<file path="src/ifr_pkg.sv">
// Constants for the interrupt flag register part: offsets, bit positions and reset values.
// Assumes an 8-bit register port in the CPU clock domain with a synchronous active-low reset.
// Operation
// - Second serial or audio receive sets main bit 7; vectoring clears it.
// - Converter done sets main bit 5; vectoring clears it.
// - First serial receive sets main bit 3; vectoring clears it.
// - Radio transmit/receive done sets main bit 1; vectoring clears it.
// - Main bits 2 and 0 reset to one; software always writes ones there.
// - Flags read one while pending, zero otherwise; reset to zero except reserved.
// - Either cipher flag, bit 1 or 0, set by anyone requests cipher service.
// - A cipher coprocessor request sets both cipher flags in one cycle.
// - Flags set regardless of enable; enabled set flags get vectored next cycle.
// - On any module flag clear, remaining enabled set flags re-set the CPU flag.
package ifr_pkg;
	localparam logic [7:0] ADDR_MAIN       = 8'h88;
	localparam logic [7:0] ADDR_CIPHER     = 8'h98;
	localparam logic [7:0] ADDR_EVT_STATUS = 8'hA0;
	localparam logic [7:0] ADDR_EVT_ENABLE = 8'hA1;
	localparam logic [7:0] ADDR_EVT_CLEAR  = 8'hA2;

	localparam int BIT_SERIAL1 = 7;
	localparam int BIT_CONV    = 5;
	localparam int BIT_SERIAL0 = 3;
	localparam int BIT_RSV_HI  = 2;
	localparam int BIT_RADIO   = 1;
	localparam int BIT_RSV_LO  = 0;
	localparam int BIT_CIPH_HI = 1;
	localparam int BIT_CIPH_LO = 0;

	localparam logic [7:0] MAIN_RST   = 8'h05;
	localparam logic [7:0] MAIN_MASK  = 8'hFF;
	localparam logic [7:0] CIPH_RST   = 8'h00;
	localparam logic [7:0] CIPH_MASK  = 8'hC3;
	localparam logic [7:0] EVT_RST    = 8'h00;

	localparam int EVT_SERIAL1 = 0;
	localparam int EVT_AUDIO   = 1;
	localparam int EVT_CONV    = 2;
	localparam int EVT_SERIAL0 = 3;
	localparam int EVT_RADIO   = 4;
	localparam int EVT_CIPHER  = 5;
	localparam int EVT_NUM     = 6;
endpackage

</file>
<file path="src/ifr_evt_irq.sv">
// Sticky event status with enable mask, write-one-to-clear and one level interrupt.
// Assumes event pulses and strobes are on the same clock.
`timescale 1ns/1ps
module ifr_evt_irq
	import ifr_pkg::*;
(
	input  wire logic                clk_sys_i,
	input  wire logic                rstn_i,
	input  wire logic [EVT_NUM-1:0]  evt_i,
	input  wire logic                en_wr_i,
	input  wire logic                clr_wr_i,
	input  wire logic [7:0]          wdata_i,
	output logic      [EVT_NUM-1:0]  status_o,
	output logic      [EVT_NUM-1:0]  enable_o,
	output logic                     irq_o
);
	always_ff @(posedge clk_sys_i) begin
		if (!rstn_i) begin
			enable_o <= EVT_RST[EVT_NUM-1:0];
		end else if (en_wr_i) begin
			enable_o <= wdata_i[EVT_NUM-1:0];
		end
	end

	// A new event in the clearing cycle keeps its status bit.
	always_ff @(posedge clk_sys_i) begin
		if (!rstn_i) begin
			status_o <= EVT_RST[EVT_NUM-1:0];
		end else begin
			status_o <= evt_i | (status_o & ~(clr_wr_i ? wdata_i[EVT_NUM-1:0] : '0));
		end
	end

	assign irq_o = |(status_o & enable_o);
endmodule

</file>
<file path="src/ifr_flag_reg.sv">
// Byte-wide register of sticky flags with software write and hardware set and clear.
// Assumes set and clear strobes come from logic on the same clock.
`timescale 1ns/1ps
module ifr_flag_reg
	import ifr_pkg::*;
#(
	parameter logic [7:0] RST_VAL = 8'h00,
	parameter logic [7:0] MASK    = 8'hFF
) (
	input  wire logic       clk_sys_i,
	input  wire logic       rstn_i,
	input  wire logic [7:0] set_i,
	input  wire logic [7:0] hw_clr_i,
	input  wire logic       wr_i,
	input  wire logic [7:0] wdata_i,
	output logic      [7:0] q_o
);
	genvar i;
	generate
		for (i = 0; i < 8; i++) begin : g_bit
			if (MASK[i]) begin : g_impl
				// A hardware set beats both a write of zero and a vectoring clear.
				always_ff @(posedge clk_sys_i) begin
					if (!rstn_i) begin
						q_o[i] <= RST_VAL[i];
					end else if (set_i[i]) begin
						q_o[i] <= 1'b1;
					end else if (wr_i) begin
						q_o[i] <= wdata_i[i];
					end else if (hw_clr_i[i]) begin
						q_o[i] <= 1'b0;
					end
				end
			end else begin : g_none
				assign q_o[i] = 1'b0;
			end
		end
	endgenerate
endmodule

</file>
<file path="src/ifr_flags.sv">
// Top of the interrupt flag register part: main and cipher flag registers, event status.
// Assumes peripherals and the CPU core run on clk_sys_i and give one-cycle strobes.
`timescale 1ns/1ps
module ifr_flags
	import ifr_pkg::*;
(
	input  wire logic       clk_sys_i,
	input  wire logic       rstn_i,
	input  wire logic [7:0] addr_i,
	input  wire logic [7:0] wdata_i,
	input  wire logic       wr_i,
	input  wire logic       rd_i,
	output logic      [7:0] rdata_o,
	input  wire logic       serial1_rx_evt_i,
	input  wire logic       audio_rx_evt_i,
	input  wire logic       converter_evt_i,
	input  wire logic       serial0_rx_evt_i,
	input  wire logic       radio_txrx_evt_i,
	input  wire logic       cipher_evt_i,
	input  wire logic       cipher_mod_clr_i,
	input  wire logic       cipher_mod_left_i,
	input  wire logic       vec_serial1_i,
	input  wire logic       vec_converter_i,
	input  wire logic       vec_serial0_i,
	input  wire logic       vec_radio_i,
	output logic            serial1_rx_pending_o,
	output logic            converter_done_pending_o,
	output logic            serial0_rx_pending_o,
	output logic            radio_txrx_done_pending_o,
	output logic            cipher_pending_o,
	output logic            irq_o
);
	logic [7:0]         interrupt_flag_main;
	logic [7:0]         interrupt_flag_cipher;
	logic [7:0]         main_set;
	logic [7:0]         main_clr;
	logic [7:0]         ciph_set;
	logic               cipher_reset_req;
	logic [EVT_NUM-1:0] evt;
	logic [EVT_NUM-1:0] evt_status;
	logic [EVT_NUM-1:0] evt_enable;
	logic [7:0]         next_rdata;

	function automatic logic hit(input logic [7:0] a, input logic [7:0] off);
		return a == off;
	endfunction

	// Remaining enabled module flags raise the cipher request again after a clear.
	assign cipher_reset_req = cipher_mod_clr_i & cipher_mod_left_i;

	// Flags are set on the event itself; enabling happens outside this part.
	always_comb begin
		main_set = 8'h00;
		main_set[BIT_SERIAL1] = serial1_rx_evt_i | audio_rx_evt_i;
		main_set[BIT_CONV]    = converter_evt_i;
		main_set[BIT_SERIAL0] = serial0_rx_evt_i;
		main_set[BIT_RADIO]   = radio_txrx_evt_i;
		main_clr = 8'h00;
		main_clr[BIT_SERIAL1] = vec_serial1_i;
		main_clr[BIT_CONV]    = vec_converter_i;
		main_clr[BIT_SERIAL0] = vec_serial0_i;
		main_clr[BIT_RADIO]   = vec_radio_i;
		ciph_set = 8'h00;
		ciph_set[BIT_CIPH_HI] = cipher_evt_i | cipher_reset_req;
		ciph_set[BIT_CIPH_LO] = cipher_evt_i | cipher_reset_req;
	end

	// Reserved bits come out of reset at one and hold what software writes.
	ifr_flag_reg #(
		.RST_VAL(MAIN_RST),
		.MASK   (MAIN_MASK)
	) u_main (
		.clk_sys_i(clk_sys_i),
		.rstn_i   (rstn_i),
		.set_i    (main_set),
		.hw_clr_i (main_clr),
		.wr_i     (wr_i & hit(addr_i, ADDR_MAIN)),
		.wdata_i  (wdata_i),
		.q_o      (interrupt_flag_main)
	);

	ifr_flag_reg #(
		.RST_VAL(CIPH_RST),
		.MASK   (CIPH_MASK)
	) u_cipher (
		.clk_sys_i(clk_sys_i),
		.rstn_i   (rstn_i),
		.set_i    (ciph_set),
		.hw_clr_i (8'h00),
		.wr_i     (wr_i & hit(addr_i, ADDR_CIPHER)),
		.wdata_i  (wdata_i),
		.q_o      (interrupt_flag_cipher)
	);

	always_comb begin
		evt = '0;
		evt[EVT_SERIAL1] = serial1_rx_evt_i;
		evt[EVT_AUDIO]   = audio_rx_evt_i;
		evt[EVT_CONV]    = converter_evt_i;
		evt[EVT_SERIAL0] = serial0_rx_evt_i;
		evt[EVT_RADIO]   = radio_txrx_evt_i;
		evt[EVT_CIPHER]  = cipher_evt_i;
	end

	ifr_evt_irq u_irq (
		.clk_sys_i(clk_sys_i),
		.rstn_i   (rstn_i),
		.evt_i    (evt),
		.en_wr_i  (wr_i & hit(addr_i, ADDR_EVT_ENABLE)),
		.clr_wr_i (wr_i & hit(addr_i, ADDR_EVT_CLEAR)),
		.wdata_i  (wdata_i),
		.status_o (evt_status),
		.enable_o (evt_enable),
		.irq_o    (irq_o)
	);

	// Pending outputs mirror the flag bits for the vector arbitration outside.
	assign serial1_rx_pending_o      = interrupt_flag_main[BIT_SERIAL1];
	assign converter_done_pending_o  = interrupt_flag_main[BIT_CONV];
	assign serial0_rx_pending_o      = interrupt_flag_main[BIT_SERIAL0];
	assign radio_txrx_done_pending_o = interrupt_flag_main[BIT_RADIO];
	assign cipher_pending_o          = interrupt_flag_cipher[BIT_CIPH_HI]
	                                 | interrupt_flag_cipher[BIT_CIPH_LO];

	always_comb begin
		next_rdata = 8'h00;
		if (rd_i) begin
			if (hit(addr_i, ADDR_MAIN)) begin
				next_rdata = interrupt_flag_main;
			end else if (hit(addr_i, ADDR_CIPHER)) begin
				next_rdata = interrupt_flag_cipher;
			end else if (hit(addr_i, ADDR_EVT_STATUS)) begin
				next_rdata = {{(8-EVT_NUM){1'b0}}, evt_status};
			end else if (hit(addr_i, ADDR_EVT_ENABLE)) begin
				next_rdata = {{(8-EVT_NUM){1'b0}}, evt_enable};
			end
		end
	end

	// Read data stand only in the cycle after the read strobe.
	always_ff @(posedge clk_sys_i) begin
		if (!rstn_i) begin
			rdata_o <= 8'h00;
		end else begin
			rdata_o <= next_rdata;
		end
	end
endmodule

</file>
<file path="config.mk">
export PLATFORM = sky130hd
export DESIGN_NAME = ifr_flags
export DESIGN_NICKNAME = d
export VERILOG_FILES = /design/src/ifr_pkg.sv /design/src/ifr_evt_irq.sv /design/src/ifr_flag_reg.sv /design/src/ifr_flags.sv
export SDC_FILE = /design/constraint.sdc
export NUM_CORES = 1
export LEC_CHECK = 0
export BUFFER_PORTS_ARGS = -buffer_cell sky130_fd_sc_hd__buf_2
export CORE_MARGIN = 4
export CORE_UTILIZATION = 46
export DETAILED_ROUTE_END_ITERATION = 8
export PLACE_DENSITY_LB_ADDON = 0.3
export SYNTH_ARGS = -nofsm -noshare
export SYNTH_HDL_FRONTEND = slang
export SYNTH_HIERARCHICAL = 1
export SYNTH_SLANG_ARGS = --single-unit
</file>
<file path="constraint.sdc">
create_clock -name clk_sys_i -period 2.3 [get_ports clk_sys_i]
set_input_delay 0.69 -clock clk_sys_i [delete_from_list [all_inputs] [get_ports clk_sys_i]]
set_output_delay 0.69 -clock clk_sys_i [all_outputs]
set_load 0.01 [all_outputs]
</file>
-- Word level (Yosys, flattened, before mapping)
Index checks and enable logic that the tools add are counted.
- bits of input ports: 32
- flip-flop bits (word level): 32
- reduce and logical (&&, ||, !) cells: 7
- multiplexer cells: 21
- equal/unequal tests: 5
- bitwise logic cells: 12
- operator list (kind ; count):
    equality test 8 bit (second input constant) ; 5
    two-way mux 6 bit ; 3
    two-way mux 1 bit ; 16
    two-way mux 8 bit ; 2
    AND 6 bit ; 2
    nonzero test 3 bit ; 4
    NOT 6 bit ; 1
    bitwise OR 6 bit ; 1
    OR reduction 6 bit ; 1
    AND 1 bit ; 5
    bitwise OR 1 bit ; 3
    AND reduction 2 bit ; 1
    nonzero test 2 bit ; 1

-- Depth between registers and ports, before layout
Gate-level depths: netlist (run 1).
- depth after elaboration: 6
- depth in mapped cells: 7
- gate-level depth less buffers: 5

-- Hierarchy
Netlist (run 1), hierarchy kept.
- by module, submodules not included (module ; area an instance (um2) ; sequential area each (um2) ; cells each ; instances):
    ifr_flags ; 645.6 ; 160.2 ; 71 ; 1
    ifr_evt_irq ; 471.7 ; 240.2 ; 42 ; 1
    ifr_flag_reg at u_main ; 341.6 ; 160.2 ; 33 ; 1
    ifr_flag_reg at u_cipher ; 198.9 ; 80.1 ; 21 ; 1

-- Least setup slack after synthesis (run 1)
No wires, ideal clock.
- path type: in2reg
- start point: input port addr_i[0]
- end point: register u_main.q_o[0]
- setup slack: 53 ps
- cell stages on the path: 7
- data arrival time: 2121 ps
- path through: buf_6 > nor3b_2 > nand2_1 > nor3b_1 > buf_6 > or3b_1 > nand4b_1
- longest elaborated chain between the ends: 2
- ends and longest elaborated chain (element ; RTL line ; RTL):
    start: declaration ; ifr_flags.sv:9 ; input wire logic [7:0] addr_i,
    equality test 8 bit ; ifr_flags.sv:45 ; return a == off;
    AND 1 bit ; ifr_flags.sv:77 ; .wr_i (wr_i & hit(addr_i, ADDR_MAIN)),
    end signal: indexed assignment ; ifr_flag_reg.sv:25 ; q_o[i] <= RST_VAL[i];
    end signal: indexed assignment ; ifr_flag_reg.sv:29 ; q_o[i] <= wdata_i[i];
    end: declaration ; ifr_flag_reg.sv:16 ; output logic [7:0] q_o
No other way between the ends.
A chain may end at the register's enable or synchronous reset.

-- Worst setup path in the final report (run 1)
- start point: register u_irq.status_o[3]
- end point: output port irq_o
- longest elaborated chain between the ends: 2
- ends and longest elaborated chain (element ; RTL line ; RTL):
    start: declaration ; ifr_evt_irq.sv:13 ; output logic [EVT_NUM-1:0] status_o,
    start signal: assignment ; ifr_evt_irq.sv:28 ; status_o <= EVT_RST[EVT_NUM-1:0];
    start signal: assignment ; ifr_evt_irq.sv:30 ; status_o <= evt_i | (status_o & ~(clr_wr_i ? wdata_i[EVT_NUM-1:0] : '0));
    AND 6 bit ; ifr_evt_irq.sv:34 ; assign irq_o = |(status_o & enable_o);
    OR reduction 6 bit ; ifr_evt_irq.sv:34 ;
    end: declaration ; ifr_flags.sv:31 ; output logic irq_o
No other way between the ends.

==> results of run 1 <==
## registers in the layout (all words and copies together) (netlist names)
register and count:
u_irq/enable_o 6, rdata_o 8, u_main/q_o 8, u_cipher/q_o 4, u_irq/status_o 6
## synth_stat cells, types with 2 or more instances
library cell  count
nor3b_2           2
nand3_1          13
nand2_1           5
nand2b_1          6
a21boi_0         12
a22oi_1           3
nor3_2            6
or2_2             2
a21boi_1          4
nand4b_1          2
or3b_1           12
a21oi_1          10
nor3b_1           3
nor2_1            2
o21a_1            6
conb_1            2
buf_4             5
mux2i_1           8
mux2_2            6
dfxtp_1          32
buf_6             4
a211oi_1          6
nor2b_1           6
nor3_1            2
## worst paths after layout
path                      from           endpoint  slack [ps]  depth (start not counted)
min          u_irq/enable_o[2]  u_irq/enable_o[2]         550                          2
min reg2reg  u_irq/enable_o[2]  u_irq/enable_o[2]         550                          2
max          u_irq/status_o[3]              irq_o         460                          3
max reg2reg      u_main/q_o[3]      u_main/q_o[3]        1310                          2
## routing by layer
layer  global-route usage [%]  vias up  part of all wire, %
li1                         -      719                    -
met1                     24.4      675                   45
met2                     30.9       33                   48
met3                     3.94        8                  5.4
met4                     6.70        0                  1.5
met5                        0        -                    0
## worst max-delay path, delay by kind of cell, from the launching register on
family	cells	cell delay (ps)
and+or+nand+nor	1	100
DFF	1	330
AOI/OAI and AO/OA	1	230
buffers and inverters	1	150
## layout by cell type, fill, tap and decap left out, drive strengths merged
cell type,count
nor3b,5
or4b,2
a211oi,6
a21oi,10
nand4,1
nor2b,6
nor3,8
a21o,1
mux2,6
or3b,12
or2,2
conb,18
clkbuf,8
nand2,5
o21a,6
nor2,2
buf,55
a22oi,3
dfxtp,32
nand2b,6
nand3,13
a21boi,16
nor4b,1
mux2i,8
nand4b,2
## through the flow
step | hold WS, ps | total power, W
after floorplan | 494 | 0.000683
after global placement | 516 | 0.000739
after detailed placement | 532 | 0.000742
after CTS | 547 | 0.00108
after global routing | 572 | 0.00112
final | 551 | 0.00107
## report_power, final
group          total [W]  leakage [nW]  internal [W]  switching, W
clock           0.000338        0.0326      0.000151      0.000187
sequential      0.000591         0.263      0.000575     0.0000152
combinational   0.000138         0.544     0.0000718     0.0000666
## cells by family after synthesis
logic type / Yosys count
other cells: 2
mux: 14
flops: 32
buf+inv: 12
compound gates: 42
simple gates: 65
## final cells by class
cell class	instances	share of cell area (%)
Timing Repair Buffer	55	14.8
Sequential cell	32	31.5
Tap cell	46	2.83
Clock buffer	8	2.89
Multi-Input combinational cell	139	48.1
==> results.py, run 1 <==
metrics = {
    "status": {
        "status": "completed",
    },
    "min_path": {
        "hold_path.class": "reg -> reg",
    },
    "timing": {
        "drv_slew": 0,
        "finalSetupViolCount": 0,
        "fmax_mhz": 543,
        "rsz0062_at_grt": "false",
        "finClkSkew_ps": 11.5,
        "fin_crit_sh_pct": 80.1,
        "hold_viol": 0,
        "finalWorstSetupSlack_ps": 458,
        "setup_tns_ps": 0,
        "fin_crit_ps": 1840,
    },
    "worst_setup_path": {
        "crit_path_end_kind": "output port",
        "cp_slowest_cell": "dfxtp_1",
        "max_stage_delay_ps": 330,
        "cp_data_arrival_time_ps": 1150,
        "start_kind": "flop",
        "cp_max_fo": 3,
        "cp_cell_sequence": "a22oi_1, nand3_1, buf_2",
        "cp_data_required_time_ps": 1610,
        "critPathKind": "reg -> out",
    },
    "floorplanning": {
        "core.rowCount": 21,
        "dieArea_sq_mm": 0.00463,
        "io_pins": 46,
        "die_x_um": 68.0,
        "start_util_pct": 48.5,
        "die_y_um": 68.0,
        "core-area_sq_mm": 0.00342,
    },
    "yosys": {
        "synth.cell_area_sq_mm": 0.00166,
        "synth_warnings": 6,
        "synthCells": 167,
        "synth-seq-cells": 32,
        "synth_xor_xnor_area_share_pct": 0,
        "synth-seq-area-share_pct": 38.6,
        "synth_fa_ha_area_share_pct": 0,
        "yosys.area.top_type": "dfxtp_1",
        "ys_top_cells_by_area": "dfxtp_1 39%, or3b_1 6.3%, a21boi_0 5.4%, mux2i_1 4.8%, mux2_2 4.1%",
        "synth.avg_cell_area_sq_um": 9.93,
        "synthSimpleGateAreaFrac_pct": 28.5,
        "ys.flop_type": "dfxtp_1",
        "synth_top_family_by_area": "simple AND/OR/NAND/NOR gates",
        "synth_top_area_share_pct": 38.6,
        "synthArstFlopShare_pct": 0,
        "synth_edf_count": 0,
        "synth_mux_area_share_pct": 8.91,
        "synth_cell_type_count": 32,
        "synth_compound_area_share_pct": 17.5,
    },
    "cells_and_area": {
        "finish.utilization_pct": 59.6,
        "drive_above_1_share_pct": 33.8,
        "final_cell_area_sq_mm": 0.00204,
        "n_antenna_cell": 0,
        "nFillCells": 345,
        "seq_area_sq_um": 641,
        "area_growth_pct": 22.8,
        "fin_cells": 280,
        "nets": 265,
        "multi_input_area_sq_um": 978,
    },
    "cts": {
        "clock_sinks": 32,
        "numCtsBuffers": 5,
        "cts_setup_buffers": 0,
        "cts_root_buf": "clkbuf_4",
        "postCtsResizedCells": 0,
        "tritoncts": "built",
        "insertion_delay_ps": 340,
        "h-tree-depth": 2,
        "clkTransAtPathRegs_ps": 110,
        "hold_buffers": 0,
        "cts_buffer_depth": 2,
    },
    "drt": {
        "routedWlPerCell_um": 13.8,
        "vias_per_cell": 5.13,
        "drtIter0Drc": 58,
        "routed_wl_um": 3870,
        "drtPass1Iterations": 4,
        "drc_errors": 0,
        "num_vias": 1435,
        "drtAntennaViolNets": 0,
    },
    "placement": {
        "io_buffers": 45,
        "dp_cells": 272,
        "place_ws_ps": 157,
        "placed_cell_area_sq_mm": 0.00198,
        "gp_congestion": 0.793,
        "hpwl_um": 3010,
    },
    "power_and_ir_drop": {
        "ir_drop_v": 0.000334,
        "p_per_area_mw_per_mm2": 524,
        "power_leakage_nw": 0.840,
    },
    "global_routing": {
        "grt_usage_pct": 18.9,
        "grt_pass1_vias": 1361,
        "antenna_found_initial": 0,
        "grt_max_degree": 25,
        "grt_pass1_wl_um": 6430,
        "gr-total-overflow": 0,
    },
    "flow_run": {
        "max_cap_violations": 0,
    },
}
No activity file was read; power rests on OpenSTA's default activity.
==> run 2, diff against run 1 <==
clock period = 1.5 ns   (was 2.3 ns; I/O delays follow)
==> results.py, run 2 (synthesis results as in run 1) <==
metrics = {
    "floorplanning": {
        "io_pins": 46,
        "start_util_pct": 48.5,
        "die_x_um": 68.0,
        "dieArea_sq_mm": 0.00463,
        "die_y_um": 68.0,
        "core.rowCount": 21,
        "core-area_sq_mm": 0.00342,
    },
    "cells_and_area": {
        "final_cell_mix": "44 x buf_2, 26 x dfxtp_1, 18 x buf_4, 18 x conb_1, 16 x a21boi_1",
        "layout_commonest_cell": "buf_2",
        "nFillCells": 314,
        "multi_input_area_sq_mm": 0.00105,
        "area_growth_pct": 32.6,
        "drive_above_1_share_pct": 43.8,
        "fin_cells": 288,
        "nets": 273,
        "final_cell_area_sq_mm": 0.00220,
        "n_antenna_cell": 0,
        "largestRegisters": "rdata_o (8), u_main/q_o (8)",
        "seq_area_sq_um": 648,
    },
    "timing": {
        "rsz0062_at_grt": "true",
        "finClkSkew_ps": 14.2,
        "finalSetupViolCount": 1,
        "hold_viol": 0,
        "fin_crit_ps": 1570,
        "fmax_mhz": 638,
        "fin_crit_sh_pct": 104,
        "drv_slew": 0,
        "finalWorstSetupSlack_ps": -66.7,
    },
    "global_routing": {
        "grt_max_degree": 20,
        "grt_usage_pct": 19.8,
        "gr-total-overflow": 0,
        "grt_pass1_wl_um": 6600,
        "antenna_found_initial": 0,
        "grt_pass1_vias": 1382,
    },
    "power_and_ir_drop": {
        "clock_power_share_pct": 36.5,
        "switching_share_pct": 24.9,
        "comb_power_share_pct": 13.7,
        "p_switching_w": 0.000453,
        "total_power_w": 0.00182,
        "power_leakage_nw": 0.917,
        "p_per_area_mw_per_mm2": 828,
        "intPower_w": 0.00137,
        "seq_power_share_pct": 49.9,
        "ir_drop_v": 0.000671,
    },
    "worst_setup_path": {
        "cp_max_fo": 2,
        "rrSetupSlack_ps": 470,
        "r2r_cells": 3,
        "crit_path_start": "u_irq/status_o[3]",
        "start_kind": "flop",
        "cp_data_arrival_time_ps": 1120,
        "crit_path_end_kind": "output port",
        "rr_startpoint": "u_cipher/q_o[1]",
        "cp_data_required_time_ps": 1050,
        "reg2reg_to": "u_cipher/q_o[1]",
        "crit_end": "irq_o",
        "critPathKind": "reg -> out",
    },
    "placement": {
        "gp_congestion": 0.801,
        "dp_cells": 278,
        "io_buffers": 45,
        "placed_cell_area_sq_mm": 0.00208,
        "hpwl_um": 3100,
    },
    "cts": {
        "clock_sinks": 32,
        "cts_buffer_depth": 2,
        "h-tree-depth": 2,
        "clkTransAtPathRegs_ps": 110,
        "hold_buffers": 0,
        "cts_root_buf": "clkbuf_4",
        "tritoncts": "built",
        "numCtsBuffers": 5,
        "insertion_delay_ps": 350,
    },
    "drt": {
        "num_vias": 1455,
        "vias_per_cell": 5.05,
        "drtAntennaViolNets": 0,
        "drc_errors": 0,
        "routedWlPerCell_um": 14.1,
        "routed_wl_um": 4050,
        "drtIter0Drc": 70,
        "drtPass1Iterations": 4,
    },
    "status": {
        "violations": "setup timing",
        "status": "finished, violations left",
    },
    "min_path": {
        "hold_path.class": "in -> reg",
        "hold_path_startpoint": "serial1_rx_evt_i",
        "min_delay_path_depth": 2,
    },
    "flow_run": {
        "max_cap_violations": 0,
    },
}
[run 2: critical path, stage by stage, from the launching register on]
cell and delay (ps):
dfxtp_2 340, a22oi_2 180, nand3_1 90, buf_2 150
[run 2: layout make-up]
class                           count  share of cell area, %
Clock buffer                        6                   1.88
Sequential cell                    32                   29.5
Tap cell                           46                   2.62
Multi-Input combinational cell    139                   47.8
Clock inverter                      2                   1.59
Timing Repair Buffer               63                   16.7
[run 2: stage by stage]
| step | utilization (%) | TNS [ps] | setup slack (ps) | hold slack (ps) |
|---|---|---|---|---|
| finish | 64.4 | -66.7 | -66.7 | 314 |
| floorplan | - | -2150 | -119 | 494 |
| global route | 64.4 | -139 | -120 | 290 |
| detailed placement | 60.9 | -5710 | -260 | 523 |
| global placement | 60.9 | -5000 | -206 | 512 |
| CTS | 64.3 | -87.1 | -84.9 | 291 |
[run 2: power groups by stage]
stage	combinational (W)	sequential (W)	clock, W
2_1_floorplan	0.000139	0.000921	0
3_3_place_gp	0.000234	0.000924	0
3_5_place_dp	0.000237	0.000925	0
4_1_cts	0.000250	0.000907	0.000682
5_1_grt	0.000273	0.000913	0.000728
6_report	0.000249	0.000908	0.000664
[run 2: timing repair]
| item | CTS | global route |
|---|---|---|
| setup endpoints to repair | 2 | 2 |
| setup buffers | 2 | 0 |
| pin swaps | 1 | 1 |
| gates resized for setup | 9 | 1 |
[run 2: routing by layer]
metal	vias to the layer above	global-route usage (%)	share of wire (%)
li1	737	-	-
met1	668	24.6	43
met2	42	31.2	48
met3	8	6.40	6.8
met4	0	8.93	1.8
met5	-	0	0
[run 2: worst min-delay path by stage]
stage | end | slack (ps)
2_1_floorplan | rdata_o[6] | 490
3_3_place_gp | rdata_o[6] | 510
3_5_place_dp | rdata_o[6] | 520
4_1_cts | u_irq/status_o[0] | 290
5_1_grt | u_irq/status_o[0] | 290
6_report | u_irq/status_o[0] | 310
==> run 3, diff against run 2 <==
ABC_AREA = 1   (was not set)
==> results.py, run 3 <==
metrics = {
    "global_routing": {
        "gr-total-overflow": 0,
        "grt_pass1_vias": 1571,
        "antenna_found_initial": 0,
        "grt_usage_pct": 20.6,
        "grt_max_degree": 13,
        "grt_pass1_wl_um": 7060,
    },
    "status": {
        "violations": "setup timing",
        "status": "finished, violations left",
    },
    "timing": {
        "fin_crit_ps": 1510,
        "finalWorstSetupSlack_ps": -11.0,
        "fmax_mhz": 662,
        "finClkSkew_ps": 7.03,
        "rsz0062_at_grt": "true",
        "drv_slew": 0,
        "finalSetupViolCount": 1,
        "timing.hold.ws_ps": 346,
        "hold_viol": 0,
        "fin_crit_sh_pct": 101,
    },
    "cts": {
        "insertion_delay_ps": 330,
        "tritoncts": "built",
        "clock_sinks": 32,
        "clkTransAtPathRegs_ps": 90,
        "cts_buffer_depth": 2,
        "cts_root_buf": "clkbuf_4",
        "h-tree-depth": 2,
        "numCtsBuffers": 5,
    },
    "yosys": {
        "synth.avg_cell_area_sq_um": 6.87,
        "synth_warnings": 6,
        "synth.cell_area_sq_mm": 0.00166,
        "synth.most_common_cell": "nand2_1",
        "synth-seq-cells": 32,
        "synthCells": 241,
        "synth_top_cells_by_count": "46 x nand2_1, 34 x nand3_1, 32 x dfxtp_1, 32 x nor2_1, 28 x a21oi_1",
        "synth_cell_type_count": 21,
        "synth_top_area_share_pct": 38.7,
        "ys.flop_type": "dfxtp_1",
        "synth_edf_count": 0,
        "synth-seq-area-share_pct": 38.7,
        "yosys.area.top_type": "dfxtp_1",
        "ys_top_cells_by_area": "dfxtp_1 39%, nand2_1 10%, nand3_1 10%, a21oi_1 8.5%, nor2_1 7.3%",
        "synthArstFlopShare_pct": 0,
    },
    "floorplanning": {
        "core.rowCount": 21,
        "start_util_pct": 48.5,
        "die_y_um": 68.0,
        "dieArea_sq_mm": 0.00462,
        "io_pins": 46,
        "core-area_sq_mm": 0.00342,
        "die_x_um": 68.0,
    },
    "cells_and_area": {
        "largestRegisters": "rdata_o (8), u_main/q_o (8)",
        "nFillCells": 345,
        "drive_above_1_share_pct": 31.5,
        "multi_input_area_sq_um": 887,
        "area_growth_pct": 30.8,
        "seq_area_sq_um": 652,
        "final_cell_mix": "45 x nand2_1, 45 x buf_2, 34 x nand3_1",
        "n_antenna_cell": 0,
        "nets": 355,
    },
    "drt": {
        "routedWlPerCell_um": 11.7,
        "num_vias": 1715,
        "drtIter0Drc": 54,
        "drtAntennaViolNets": 0,
        "vias_per_cell": 4.64,
        "drc_errors": 0,
        "routed_wl_um": 4320,
        "drtPass1Iterations": 5,
    },
    "placement": {
        "io_buffers": 45,
        "place_ws_ps": -99.5,
        "gp_congestion": 0.868,
        "hpwl_um": 3350,
    },
    "min_path": {
        "whs_endpoint": "u_irq/status_o[0]",
        "min_delay_path_depth": 3,
        "hold_path_startpoint": "serial1_rx_evt_i",
        "hold_path.class": "in -> reg",
    },
    "power_and_ir_drop": {
        "power_leakage_nw": 1.14,
        "ir_drop_v": 0.000667,
        "p_per_area_mw_per_mm2": 762,
    },
    "worst_setup_path": {
        "start_kind": "flop",
        "cp_max_fo": 2,
        "reg2reg_to": "rdata_o[4]",
        "critPathKind": "reg -> out",
        "crit_path_end_kind": "output port",
        "rr_startpoint": "u_irq/enable_o[4]",
        "rrSetupSlack_ps": 660,
        "r2r_cells": 5,
        "cp_data_arrival_time_ps": 1060,
        "cp_data_required_time_ps": 1050,
    },
    "flow_run": {
        "max_cap_violations": 0,
    },
}
[run 3: cell count changes in the layout (fill, tap and decap cells not counted), sizes merged, moves of 8 or more]
cell    before  now
a21boi      16    0
a21oi       10   28
inv          0   32
mux2i        8    0
nand2        5   51
nand3       13   34
nor2         2   38
nor3         8    0
o21ai        0   12
or3b        12    0
[run 3: timing repair]
action / 4_1_cts / 5_1_grt
setup endpoints to repair: 1 / 2
hold buffers: 0 / 0
gates resized for setup: 4 / 6
endpoints found under the hold margin: 0 / 0
buffers inserted: 4 / 2
pin swaps: 0 / 2
[run 3: stage by stage]
step                      utilization (%)  cells  setup TNS (ps)  power [W]  area, sq um
after floorplan                         -    257               0    0.00104         1720
after global placement               60.0    356            -339    0.00114         2050
after detailed placement             60.0    356            -382    0.00114         2050
after CTS                            62.7    368           -15.2    0.00166         2140
after global routing                 63.4    370           -84.1    0.00173         2170
final                                63.4    370           -11.0    0.00165         2170
[run 3: cell families (layout without fill, tap and decap cells)]
| logic type | Yosys count | after routing | share of synthesized area (%) |
|---|---|---|---|
| buf+inv | 40 | 107 | 12.0 |
| compound gates | 41 | 41 | 12.5 |
| flops | 32 | 32 | 38.7 |
| simple gates | 126 | 126 | 36.3 |
| other cells | 2 | 18 | 0.454 |
[run 3: power breakdown]
part	internal (W)	switching, W	leakage, nW	total, W
combinational	0.000104	0.000130	0.842	0.000234
clock	0.000231	0.000278	0.0326	0.000509
sequential	0.000885	0.0000230	0.266	0.000908
[run 3: worst max-delay path, cell delays in order (launching register included)]
cell     delay (ps)
dfxtp_2         340
nand2_2          60
nand2_1          40
nor2_1           90
nand2_1          60
buf_2           130
[run 3: worst max-delay path by stage]
stage	slack [ps]	endpoint	cells past startpoint	from
after floorplan	20	u_main/q_o[2]	10	addr_i[1]
after global placement	-90	u_cipher/q_o[0]	11	addr_i[2]
after detailed placement	-100	u_cipher/q_o[7]	11	addr_i[1]
after CTS	-20	irq_o	5	u_irq/status_o[0]
after global routing	-70	irq_o	5	u_irq/enable_o[4]
final	-10	irq_o	5	u_irq/enable_o[4]
[run 3: cell type report]
cell class | count | share of cell area, %
well taps | 46 | 2.66
flip-flops and latches | 32 | 30.1
inverters | 32 | 5.55
clock buffers | 8 | 2.72
repair buffers | 67 | 18.0
multi-input cells | 185 | 41.0
[run 3: layer usage]
layer  share of wire [%]  vias up  global-route usage, %
met2                  48       45                   33.8
met1                  44      752                   26.1
met5                   0        -                      0
met3                 6.9        5                   6.40
met4                 1.0        0                   5.21
li1                    -      913                      -
